File: config.mk
export PLATFORM = sky130hd
export DESIGN_NAME = mcu_instruction_decode_idloc
export DESIGN_NICKNAME = d
export VERILOG_FILES = /design/src/verilog/id_store.v /design/src/verilog/mcu_instruction_decode_idloc.v
export VERILOG_INCLUDE_DIRS = /design/src /design/src/include
export SDC_FILE = /design/constraint.sdc
export NUM_CORES = 1
export LEC_CHECK = 0
export BUFFER_PORTS_ARGS = -buffer_cell sky130_fd_sc_hd__buf_2
export CAP_MARGIN = 5
export CORE_ASPECT_RATIO = 0.5
export CORE_UTILIZATION = 55
export CTS_BUF_LIST = sky130_fd_sc_hd__clkbuf_4 sky130_fd_sc_hd__clkbuf_8
export DETAILED_ROUTE_END_ITERATION = 16
export PLACE_DENSITY = 0.82
export SLEW_MARGIN = 20
export SYNTH_ARGS = -nofsm -noshare
export SYNTH_HDL_FRONTEND = slang
export SYNTH_SLANG_ARGS = --single-unit
File: constraint.sdc
create_clock -name clk -period 3.4 [get_ports clk]
set_input_delay 0.34 -clock clk [delete_from_list [all_inputs] [get_ports clk]]
set_output_delay 0.34 -clock clk [all_outputs]
set_load 0.005 [all_outputs]
File: src/include/idec_map.vh
/*
  Constants for the instruction decoder: word layout, group codes, cycle
  timing and identification-storage addresses.
  Assumes plain Verilog-2005 inclusion by bare name.
*/
`ifndef IDEC_MAP_VH
`define IDEC_MAP_VH
`define IW_WIDTH      14
`define IW_GRP_HI     13
`define IW_GRP_LO     12
`define IW_DEST_BIT   7
`define IW_FILE_HI    6
`define IW_BIT_HI     9
`define IW_BIT_LO     7
`define IW_K8_HI      7
`define IW_K11_HI     10
`define IW_LIT11_BIT  11
`define GRP_BYTE      2'h0
`define GRP_BIT       2'h1
`define GRP_CTRL      2'h2
`define GRP_LIT       2'h3
`define OSC_PER_CYC   4
`define PHASE_LAST    2'h3
`define PHASE_FIRST   2'h0
`define ID_BASE       14'h2000
`define ID_LAST       14'h2003
`define PA_WIDTH      14
`define ID_WORDS      4
`endif

File: src/verilog/id_store.v
/*
  Four-word identification store with registered read data.
  Assumes the caller only asserts write or read while access is permitted.
*/
module id_store (
  input  wire        clk,
  input  wire        resetn,
  input  wire        wrEn,
  input  wire [1:0]  addr,
  input  wire [13:0] wrData,
  output reg  [13:0] rdData_ff
);
  reg [13:0] mem [0:3];

  always @(posedge clk) begin
    if (wrEn) begin
      mem[addr] <= wrData;
    end
  end

  always @(posedge clk) begin
    if (!resetn) begin
      rdData_ff <= 14'h0000;
    end else begin
      rdData_ff <= mem[addr];
    end
  end
endmodule // id_store

File: src/verilog/mcu_instruction_decode_idloc.v
/*
  Instruction decoder with phase sequencer, program-verify readout gate and
  identification-storage words.
  Assumes the datapath presents a new instruction word and the branch/skip
  outcome at the last phase of each instruction cycle, and that program
  memory data arrive on progMemData in the same cycle as the address.
*/
// Operation
// - Program memory readout allowed only while protection stays unprogrammed.
// - Four identification words live at addresses 2000h to 2003h.
// - Identification words reachable only in program/verify mode, read and write.
// - Every instruction is one 14-bit word: opcode then operands.
// - Instructions fall into byte, bit and literal/control groups.
// - Destination zero writes accumulator, one writes the file register.
// - File operand selects register address 0x00 to 0x7F.
// - Bit-select field picks one of eight bits of the file register.
// - Literal operand is eight or eleven bits depending on instruction.
// - Don't-care bits never influence decoding.
// - One cycle per instruction; taken test or branch adds a no-op cycle.
// - An instruction cycle spans four oscillator periods.
`include "idec_map.vh"
module mcu_instruction_decode_idloc (
  input  wire        clk,
  input  wire        resetn,
  input  wire [13:0] instrWord,
  input  wire        pcChange,
  input  wire        progVerifyMode,
  input  wire        protectProgrammed,
  input  wire [13:0] pgmAddr,
  input  wire [13:0] pgmWrData,
  input  wire        pgmWrite,
  input  wire        pgmRead,
  input  wire [13:0] progMemData,
  output reg  [1:0]  phase_ff,
  output reg         cycleEnd_ff,
  output reg         isByteOp_ff,
  output reg         isBitOp_ff,
  output reg         isLitCtrl_ff,
  output reg         destFile_ff,
  output reg         destAcc_ff,
  output reg  [6:0]  fileAddr_ff,
  output reg  [2:0]  bitSel_ff,
  output reg  [10:0] literal_ff,
  output reg         literalWide_ff,
  output reg         writeEn_ff,
  output reg         statusEn_ff,
  output reg         flushing_ff,
  output reg  [13:0] verifyData_ff,
  output reg         verifyValid_ff,
  output reg         readBlocked_ff
);
  localparam ST_EXEC  = 2'b01;
  localparam ST_FLUSH = 2'b10;

  reg  [1:0]  state_ff;
  reg  [1:0]  nxt_state;
  reg         idReadPend_ff;
  reg         nxt_isByteOp;
  reg         nxt_isBitOp;
  reg         nxt_isLitCtrl;
  reg         nxt_destFile;
  reg         nxt_destAcc;
  reg         nxt_literalWide;
  reg  [10:0] nxt_literal;
  wire [1:0]  grp;
  wire        lastPhase;
  wire        idHit;
  wire        idAccess;
  wire        idWrite;
  wire        idRead;
  wire        memRead;
  wire [13:0] idRdData;

  assign grp = instrWord[`IW_GRP_HI:`IW_GRP_LO];
  assign lastPhase = (phase_ff == `PHASE_LAST);
  assign idHit = (pgmAddr >= `ID_BASE) && (pgmAddr <= `ID_LAST);
  // Normal execution never drives pgmAddr into this space outside verify mode.
  assign idAccess = progVerifyMode && idHit;
  assign idWrite = idAccess && pgmWrite;
  assign idRead = idAccess && pgmRead;
  // Reads that miss the identification words go to program memory, verify mode only.
  assign memRead = progVerifyMode && pgmRead && !idHit;

  always @(posedge clk) begin
    if (!resetn) begin
      phase_ff <= `PHASE_FIRST;
      cycleEnd_ff <= 1'b0;
    end else begin
      phase_ff <= phase_ff + 2'h1;
      // The end marker is decided one phase early so that it is a flip-flop
      // output that lines up with phase 3 rather than a decode of the count.
      cycleEnd_ff <= (phase_ff == `PHASE_LAST - 2'h1);
    end
  end

  always @* begin
    nxt_state = state_ff;
    case (state_ff)
      ST_EXEC: begin
        if (lastPhase && pcChange) begin
          nxt_state = ST_FLUSH;
        end
      end
      ST_FLUSH: begin
        // The flushed word is a no-op and cannot branch, so pcChange is not
        // looked at here; the next word always executes.
        if (lastPhase) begin
          nxt_state = ST_EXEC;
        end
      end
      default: nxt_state = ST_EXEC;
    endcase
  end

  // Fields are decoded from the word as presented and registered only at the
  // last phase, so a word that changes again before the last phase never reaches the outputs.
  always @* begin
    nxt_isByteOp = (grp == `GRP_BYTE);
    nxt_isBitOp = (grp == `GRP_BIT);
    nxt_isLitCtrl = grp[1];
    nxt_destFile = 1'b0;
    nxt_destAcc = 1'b0;
    nxt_literalWide = 1'b0;
    nxt_literal = {3'h0, instrWord[`IW_K8_HI:0]};
    if (grp == `GRP_BYTE) begin
      nxt_destFile = instrWord[`IW_DEST_BIT];
      nxt_destAcc = !instrWord[`IW_DEST_BIT];
    end else if (grp == `GRP_CTRL) begin
      nxt_destAcc = 1'b1;
      // Control group with bit 11 clear carries the eleven-bit target.
      if (!instrWord[`IW_LIT11_BIT]) begin
        nxt_literalWide = 1'b1;
        nxt_literal = instrWord[`IW_K11_HI:0];
      end
    end else if (grp == `GRP_LIT) begin
      nxt_destAcc = 1'b1;
    end
  end

  // Decode is latched once per instruction cycle so fields stay stable for
  // all four phases; the cost is one cycle of decode latency.
  always @(posedge clk) begin
    if (!resetn) begin
      state_ff <= ST_EXEC;
      isByteOp_ff <= 1'b0;
      isBitOp_ff <= 1'b0;
      isLitCtrl_ff <= 1'b0;
      destFile_ff <= 1'b0;
      destAcc_ff <= 1'b0;
      fileAddr_ff <= 7'h00;
      bitSel_ff <= 3'h0;
      literal_ff <= 11'h000;
      literalWide_ff <= 1'b0;
      writeEn_ff <= 1'b0;
      statusEn_ff <= 1'b0;
      flushing_ff <= 1'b0;
    end else begin
      state_ff <= nxt_state;
      if (lastPhase) begin
        flushing_ff <= (nxt_state == ST_FLUSH);
        if (nxt_state == ST_FLUSH) begin
          writeEn_ff <= 1'b0;
          statusEn_ff <= 1'b0;
          isByteOp_ff <= 1'b0;
          isBitOp_ff <= 1'b0;
          isLitCtrl_ff <= 1'b0;
          destFile_ff <= 1'b0;
          destAcc_ff <= 1'b0;
        end else begin
          isByteOp_ff <= nxt_isByteOp;
          isBitOp_ff <= nxt_isBitOp;
          isLitCtrl_ff <= nxt_isLitCtrl;
          fileAddr_ff <= instrWord[`IW_FILE_HI:0];
          destFile_ff <= nxt_destFile;
          destAcc_ff <= nxt_destAcc;
          bitSel_ff <= instrWord[`IW_BIT_HI:`IW_BIT_LO];
          literalWide_ff <= nxt_literalWide;
          literal_ff <= nxt_literal;
          writeEn_ff <= 1'b1;
          statusEn_ff <= 1'b1;
        end
      end
    end
  end

  id_store u_id_store (
    .clk       (clk),
    .resetn    (resetn),
    .wrEn      (idWrite),
    .addr      (pgmAddr[1:0]),
    .wrData    (pgmWrData),
    .rdData_ff (idRdData)
  );

  always @(posedge clk) begin
    if (!resetn) begin
      idReadPend_ff <= 1'b0;
      verifyData_ff <= 14'h0000;
      verifyValid_ff <= 1'b0;
      readBlocked_ff <= 1'b0;
    end else begin
      idReadPend_ff <= idRead;
      verifyValid_ff <= 1'b0;
      readBlocked_ff <= 1'b0;
      if (memRead) begin
        if (protectProgrammed) begin
          readBlocked_ff <= 1'b1;
        end else begin
          verifyData_ff <= progMemData;
          verifyValid_ff <= 1'b1;
        end
      end
      // The identification answer is one cycle later than a memory answer, so
      // it wins if a memory read was issued right behind it.
      if (idReadPend_ff) begin
        verifyData_ff <= idRdData;
        verifyValid_ff <= 1'b1;
      end
    end
  end
endmodule // mcu_instruction_decode_idloc

==> reports/summary.txt, run 1 <==
status -> completed
largest net degree at the start of global routing -> 73
Critical Path RT -> 3.73 ns
global-route wire length before repair -> 14.2 mm
final wirelength -> 8.85 mm
DP Worst Slack -> 1.18 ns
Die X -> 128 um
crit start category -> flop
gr usage total -> 23.3%
Worst Hold Class -> in2reg
Final Total Pwr -> 2.93 mW
Die H -> 65.2 um
TritonCTS clock tree -> yes
final std cell area, no fill -> 0.00537 mm2
period utilization -> 65.9%
PwrDens -> 546 mW/mm2
Lkg Pwr -> 2.26 nW
clock buffer count from CTS -> 17
GPL Wtd Cong -> 0.790
core area -> 0.00754 mm2
CTS resizes -> 0
io pins -> 112
Post-DP Area -> 0.00497 mm2
DR vias -> 2962
clk_skew -> 0.00786 ns
Final ANT Viol Nets -> 0
Final setup viols -> 0
row count -> 22
clock root buffer master -> clkbuf_8
Hold WS -> 0.139 ns
Final HPWL DP -> 5.87 mm
Filler cells -> 537
Avg Cell Area, Syn -> 13.8 um2
DR DRC count -> 0
RSZ-0062 raised after global routing -> no
final hold violations -> 0
Area Growth Syn to Fin -> 22.1%
CP Capture Type -> flop
worst slew pin tran -> 0.991 ns
initial antenna violation count -> 0
Syn Nets -> 386
fraction of registers with async set/reset -> 0%
Synthesis Warnings -> 0
CTS max path bufs -> 2
flops & latches, synth -> 113
Post-CTS Setup Inserts -> 0
crit-path max FO -> 28
Max-cap violations -> 0
number of distinct library cells after synthesis -> 35
Pre-Repair DR Iteration Count -> 5
area of the multi-input gates -> 0.00140 mm2
via-per-instance ratio -> 5.44
Clock Latency Late Sink -> 0.42 ns
final max-slew violation count -> 0
layout cell share with drive strength beyond 1 -> 38.3%
clock sink count -> 113
# diodes -> 0
critical path data arrival time -> 2.57 ns
FF/Latch Area -> 0.00282 mm2
grt ovf -> 0
critical path class -> reg2reg
vias in the first global route -> 2928
H-tree Lvls -> 4
sequential area share after synthesis -> 64.2%
min cycle time layout -> 2.24 ns
port buffer count -> 111
total negative setup slack -> 0 ns
Synth Cell Area -> 0.00440 mm2
clock slew at the register clock pins of the worst setup and hold paths -> 0.07 ns
effective utilization at floorplan -> 58.3%
Fmax achieved -> 0.446 GHz
Syn Inst Count -> 319
CTS Hold Bufs -> 0
Nets -> 491
Post-synth EDFFs -> 56
Iter 0 DRT Violations -> 160
routed length per instance -> 16.3 um
Main synth FF type -> dfxtp_1
PnR worst setup slack -> 1.16 ns
die area -> 0.00838 mm2
maximum vdd ir drop -> 0.000276 V
Max transition margin -> 33.9%
area by class of cell:
| type | count | share of cell area [%] |
|---|---|---|
| clock inverters | 11 | 2.61 |
| clock buffers | 20 | 4.78 |
| multi-input cells | 171 | 26.0 |
| well taps | 108 | 2.52 |
| inverters | 5 | 0.350 |
| flip-flops and latches | 113 | 52.6 |
| repair buffers | 116 | 11.1 |
power breakdown:
group / internal, mW / total [mW] / switching (mW)
Combinational: 0.0909 / 0.195 / 0.104
Clock: 0.738 / 1.26 / 0.520
Sequential: 1.46 / 1.48 / 0.0178
worst max-delay path: stages (launching register included):
cell and delay, ns:
dfxtp_1 0.37, ha_1 0.41, inv_1 0.23, a41oi_2 0.83, nand4_1 0.17, o21ai_0 0.12
state kept, by name, indices dropped and copies added (netlist names), 2 cells and up:
register              count
state_ff                  2
literal_ff                4
phase_ff                  2
u_id_store.rdData_ff     14
fileAddr_ff               6
u_id_store.mem           56
bitSel_ff                 3
verifyData_ff            14
Yosys cell counts, types with 6 or more instances:
| cell type | count | area, um2 |
|---|---|---|
| dfxtp_1 | 57 | 1140 |
| edfxtp_1 | 56 | 1680 |
| o21ai_0 | 32 | 160 |
| nand2_1 | 20 | 75.1 |
| and2_1 | 16 | 100 |
| clkbuf_1 | 16 | 60.1 |
| nand3_1 | 16 | 80.1 |
| mux2i_1 | 15 | 150 |
| mux4_2 | 14 | 315 |
| o211a_1 | 14 | 140 |
| buf_4 | 10 | 75.1 |
| nand4_1 | 6 | 37.5 |
cells in the final DEF (no fill, tap or decap), drive strengths merged, types with 2 or more instances in the layout:
cell and instances:
a21oi 3, and2 16, and4 2, nand3 16
dfxtp 57, nor2 5, clkbuf 20, o21ai 32
mux4 14, ha 4, o211a 14, buf 116
nor2b 5, nand4 6, nor3 2, mux2i 15
nor4 2, nand2 20, clkinv 5, a21boi 3
bufinv 3, inv 5, edfxtp 56, clkinvlp 3
path summary, 6_finish.rpt:
path	endpoint	start	depth (start not counted)	slack (ns)
min reg2reg	literal_ff[9]	literal_ff[9]	2	0.46
max	literal_ff[8]	phase_ff[0]	5	1.16
max reg2reg	literal_ff[8]	phase_ff[0]	5	1.16
min	u_id_store.mem[2][5]	pgmWrData[5]	1	0.14
kinds of logic (layout without fill, tap and decap cells):
kind of cell	Yosys count	after routing	share of synthesized area (%)
adders and majority gates	4	4	1.14
DFF	113	113	64.2
AOI/OAI and AO/OA	57	57	8.94
muxes	29	29	10.6
buffers and inverters	35	152	4.24
and+or+nand+nor	81	81	10.9
per-stage QoR:
stage	util, %	instances
2_1_floorplan	-	319
3_3_place_gp	65.8	513
3_5_place_dp	65.8	513
4_1_cts	71.1	544
5_1_grt	71.1	544
6_report	71.1	544
per-layer routing:
| layer | global-route usage, % | routed length [um] |
|---|---|---|
| met5 | 0 | 0 |
| met4 | 12.8 | 160 |
| met3 | 6.92 | 496 |
| met2 | 39.5 | 4540 |
| met1 | 27.1 | 3650 |
Power figures use the tool's default switching activity.
==> inputs of run 2 (changes only) <==
==> constraint.sdc (replaced) <==
create_clock -name clk -period 2.21 [get_ports clk]
set_input_delay 0.221 -clock clk [delete_from_list [all_inputs] [get_ports clk]]
set_output_delay 0.221 -clock clk [all_outputs]
set_load 0.005 [all_outputs]
==> reports/summary.txt, run 2 (synthesis results as in run 1) <==
status -> completed
clk_skew -> 0.00741 ns
grt ovf -> 0
DR vias -> 2997
critical path class -> reg2reg
Max-cap violations -> 0
CTS Hold Bufs -> 11
final wirelength -> 8.80 mm
routed length per instance -> 15.7 um
CP Capture Type -> flop
most common cell after layout, fill and taps aside -> buf_2
port buffer count -> 111
min cycle time layout -> 1.78 ns
max FFs per register -> 56
# diodes -> 0
R2R Setup Slk -> 0.43 ns
maximum vdd ir drop -> 0.000482 V
Hold WS -> 0.0195 ns
largest net degree at the start of global routing -> 39
clock sink count -> 113
CTS resizes -> 0
Worst Hold Class -> in2reg
reg2reg start -> phase_ff[0]
clock slew at the register clock pins of the worst setup and hold paths -> 0.07 ns
total negative setup slack -> 0 ns
DR DRC count -> 0
Area Growth Syn to Fin -> 24.5%
crit-path max FO -> 28
Critical Path Start -> phase_ff[0]
clock buffer count from CTS -> 17
Iter 0 DRT Violations -> 187
Post-Layout Cell Count -> 559
period utilization -> 80.5%
Clock Latency Late Sink -> 0.43 ns
Final HPWL DP -> 5.98 mm
Pre-Repair DR Iteration Count -> 4
initial antenna violation count -> 0
TritonCTS clock tree -> yes
DP Worst Slack -> 0.393 ns
PnR worst setup slack -> 0.432 ns
Post-Place Cells -> 516
crit start category -> flop
Top reg by flops -> u_id_store.mem
via-per-instance ratio -> 5.36
Die H -> 65.2 um
gr usage total -> 22.5%
Largest regs -> u_id_store.mem: 56 flops, u_id_store.rdData_ff: 14 flops, verifyData_ff: 14 flops
Post-CTS Setup Inserts -> 0
Lkg Pwr -> 2.30 nW
Die X -> 128 um
Final setup viols -> 0
Max transition margin -> 61.3%
critical path data arrival time -> 2.13 ns
CTS max path bufs -> 2
effective utilization at floorplan -> 58.3%
Fmax achieved -> 0.562 GHz
clock root buffer master -> clkbuf_8
Nets -> 505
vias in the first global route -> 2869
Final Total Pwr -> 4.33 mW
Filler cells -> 504
PwrDens -> 792 mW/mm2
Final ANT Viol Nets -> 0
layout cell share with drive strength beyond 1 -> 37.7%
Hold Path Origin -> instrWord[1]
io pins -> 112
core area -> 0.00754 mm2
commonest non-fill, non-tap cells in the layout -> buf_2 (111), dfxtp_1 (57), edfxtp_1 (56)
Critical Path RT -> 2.56 ns
global-route wire length before repair -> 13.6 mm
RSZ-0062 raised after global routing -> no
GPL Wtd Cong -> 0.753
die area -> 0.00838 mm2
H-tree Lvls -> 4
worst slew pin tran -> 0.581 ns
row count -> 22
final max-slew violation count -> 0
final hold violations -> 0
==> run 2: final timing paths <==
kind | end | depth (start not counted)
max | fileAddr_ff[2] | 6
min | fileAddr_ff[1] | 3
max reg2reg | fileAddr_ff[2] | 6
min reg2reg | literal_ff[9] | 2
==> run 2: final cells by class <==
class,count,area (um2),share of cell area (%)
sequential,113,2820,51.6
multi-input combinational,171,1400,25.5
timing repair buffer,130,738,13.5
clock buffer,18,241,4.41
tap,108,135,2.47
clock inverter,14,118,2.15
inverter,5,18.8,0.343
==> run 2: layer usage <==
layer | vias up | track usage, % | part of all wire [%]
li1 | 1418 | - | -
met1 | 1417 | 26.5 | 42
met2 | 133 | 37.2 | 49
met3 | 29 | 6.19 | 6.0
met4 | 0 | 14.3 | 2.9
met5 | - | 0 | 0
==> run 2: report_power, final <==
part | switching (mW) | internal, mW
logic | 0.163 | 0.158
clock network | 0.853 | 0.890
registers | 0.0265 | 2.24
==> run 2: worst max-delay path, stage by stage, from the launching register on <==
cell     delay [ns]
dfxtp_1        0.38
ha_1           0.41
inv_1          0.23
a41oi_2        0.20
buf_4          0.27
nand3_1        0.13
o21ai_0        0.08
==> run 2: per-stage QoR <==
step,area [um2],utilization (%)
2_1_floorplan,4410,-
3_3_place_gp,5000,66.3
3_5_place_dp,5000,66.3
4_1_cts,5470,72.5
5_1_grt,5470,72.5
6_report,5470,72.5
==> inputs of run 3 (changes only) <==
==> constraint.sdc (replaced) <==
create_clock -name clk -period 1.74 [get_ports clk]
set_input_delay 0.174 -clock clk [delete_from_list [all_inputs] [get_ports clk]]
set_output_delay 0.174 -clock clk [all_outputs]
set_load 0.005 [all_outputs]
==> reports/summary.txt, run 3 (synthesis results as in run 1) <==
worst slew pin tran -> 0.576 ns
CTS max path bufs -> 2
Area Growth Syn to Fin -> 29.5%
grt ovf -> 0
layout cell share with drive strength beyond 1 -> 38.0%
Psw -> 1.26 mW
most common cell after layout, fill and taps aside -> buf_2
Post-CTS Setup Inserts -> 0
Die X -> 128 um
Fmax achieved -> 0.632 GHz
reg2reg end -> isByteOp_ff
Hold WS -> 0.0315 ns
clock sink count -> 113
core area -> 0.00754 mm2
Worst Hold Class -> in2reg
Critical Path RT -> 2.08 ns
Clock Latency Late Sink -> 0.42 ns
RSZ-0062 raised after global routing -> no
DR DRC count -> 0
# diodes -> 0
largest net degree at the start of global routing -> 73
final wirelength -> 9.34 mm
Worst Reg-to-Reg Cells -> 6
Buf+Inv Stages, Crit Path -> 1
io pins -> 112
Clock power frac -> 41.2%
die area -> 0.00838 mm2
Worst path max stage delay -> 0.37 ns
CP delay by family, top -> simple AND/OR/NAND/NOR gates
clock root buffer master -> clkbuf_8
Lkg Pwr -> 2.40 nW
via-per-instance ratio -> 5.32
Net Sw Frac -> 22.3%
TritonCTS clock tree -> yes
Largest regs -> u_id_store.mem: 56 flops, u_id_store.rdData_ff: 14 flops, verifyData_ff: 14 flops
Die H -> 65.2 um
clock buffer count from CTS -> 17
clk_skew -> 0.0140 ns
port buffer count -> 111
min cycle time layout -> 1.58 ns
PwrDens -> 993 mW/mm2
commonest non-fill, non-tap cells in the layout -> buf_2 (111), dfxtp_1 (57), edfxtp_1 (56)
Final setup viols -> 0
global-route wire length before repair -> 15.0 mm
vias in the first global route -> 3149
H-tree Lvls -> 4
routed length per instance -> 16.2 um
max FFs per register -> 56
critical path class -> reg2reg
critical path data arrival time -> 1.92 ns
crit-path max FO -> 4
Post-Place Cells -> 522
Nets -> 523
gr usage total -> 24.6%
GPL Wtd Cong -> 0.772
effective utilization at floorplan -> 58.3%
CP Capture Type -> flop
DR vias -> 3068
Internal -> 4.39 mW
worst hold stages -> 3
reg2reg start -> state_ff[0]
Comb power frac -> 7.8%
Final HPWL DP -> 6.17 mm
maximum vdd ir drop -> 0.000691 V
Max transition margin -> 61.6%
status -> completed
clock slew at the register clock pins of the worst setup and hold paths -> 0.07 ns
Hold Path Origin -> instrWord[5]
Pre-Repair DR Iteration Count -> 5
Max-cap violations -> 0
Final ANT Viol Nets -> 0
Top reg by flops -> u_id_store.mem
Sequential Power Share -> 51.0%
row count -> 22
period utilization -> 91.0%
final max-slew violation count -> 0
hold endpoint -> fileAddr_ff[5]
crit start category -> flop
final hold violations -> 0
Post-Layout Cell Count -> 577
initial antenna violation count -> 0
R2R Setup Slk -> 0.16 ns
Iter 0 DRT Violations -> 150
crit-path cells -> inv_1, ha_1, nor2_2, and4_1, or3_1, o21ai_0
critical path's slowest cell -> dfxtp_1
## run 3: worst max path at each step
stage	cells after the start	startpoint	endpoint
5_1_grt	7	state_ff[0]	bitSel_ff[2]
4_1_cts	7	state_ff[0]	bitSel_ff[0]
3_3_place_gp	6	pgmAddr[5]	u_id_store.mem[0][3]
3_5_place_dp	6	pgmAddr[5]	u_id_store.mem[0][3]
6_report	6	state_ff[0]	isByteOp_ff
2_1_floorplan	4	pgmAddr[0]	u_id_store.mem[1][0]
## run 3: tightest hold or removal path, stage by stage
cell	delay (ns)
buf_2	0.08
nand3_1	0.07
o21ai_0	0.08
## run 3: layout make-up
type                    instances  area, um2
flip-flops and latches        113       2820
fillers                       458       1850
clock inverters                11        118
well taps                     108        135
multi-input cells             171       1410
clock buffers                  21        264
inverters                       5       18.8
repair buffers                148        928
## run 3: routing by layer
metal | vias up | part of all wire (%) | GRT usage [%]
met4 | 0 | 2.4 | 14.4
li1 | 1462 | - | -
met1 | 1461 | 40 | 26.4
met2 | 122 | 51 | 43.9
met3 | 23 | 6.0 | 7.08
met5 | - | 0 | 0
## run 3: power groups by stage
stage | Sequential, mW | Clock [mW] | Combinational [mW]
finish | 2.88 | 2.33 | 0.440
global route | 2.89 | 2.51 | 0.485
CTS | 2.88 | 2.37 | 0.434
detailed placement | 2.94 | 0 | 0.392
global placement | 2.94 | 0 | 0.371
floorplan | 2.94 | 0 | 0.214
## run 3: repair_timing
item                                    CTS  global route
hold buffers                             23             0
resized for setup                         0             1
endpoints found under the setup margin    0             7
endpoints found under the hold margin    67             0
## run 3: through the flow
step           util [%]  instance area (um2)  worst slack [ns]  setup TNS [ns]  power (mW)
2_1_floorplan         -                 4410            -0.147           -5.36        3.15
3_3_place_gp       67.3                 5080            0.0331               0        3.31
3_5_place_dp       67.3                 5080           -0.0372          -0.738        3.33
4_1_cts            75.4                 5690             0.111               0        5.69
5_1_grt            75.5                 5690           0.00261               0        5.88
6_report           75.5                 5690             0.157               0        5.65
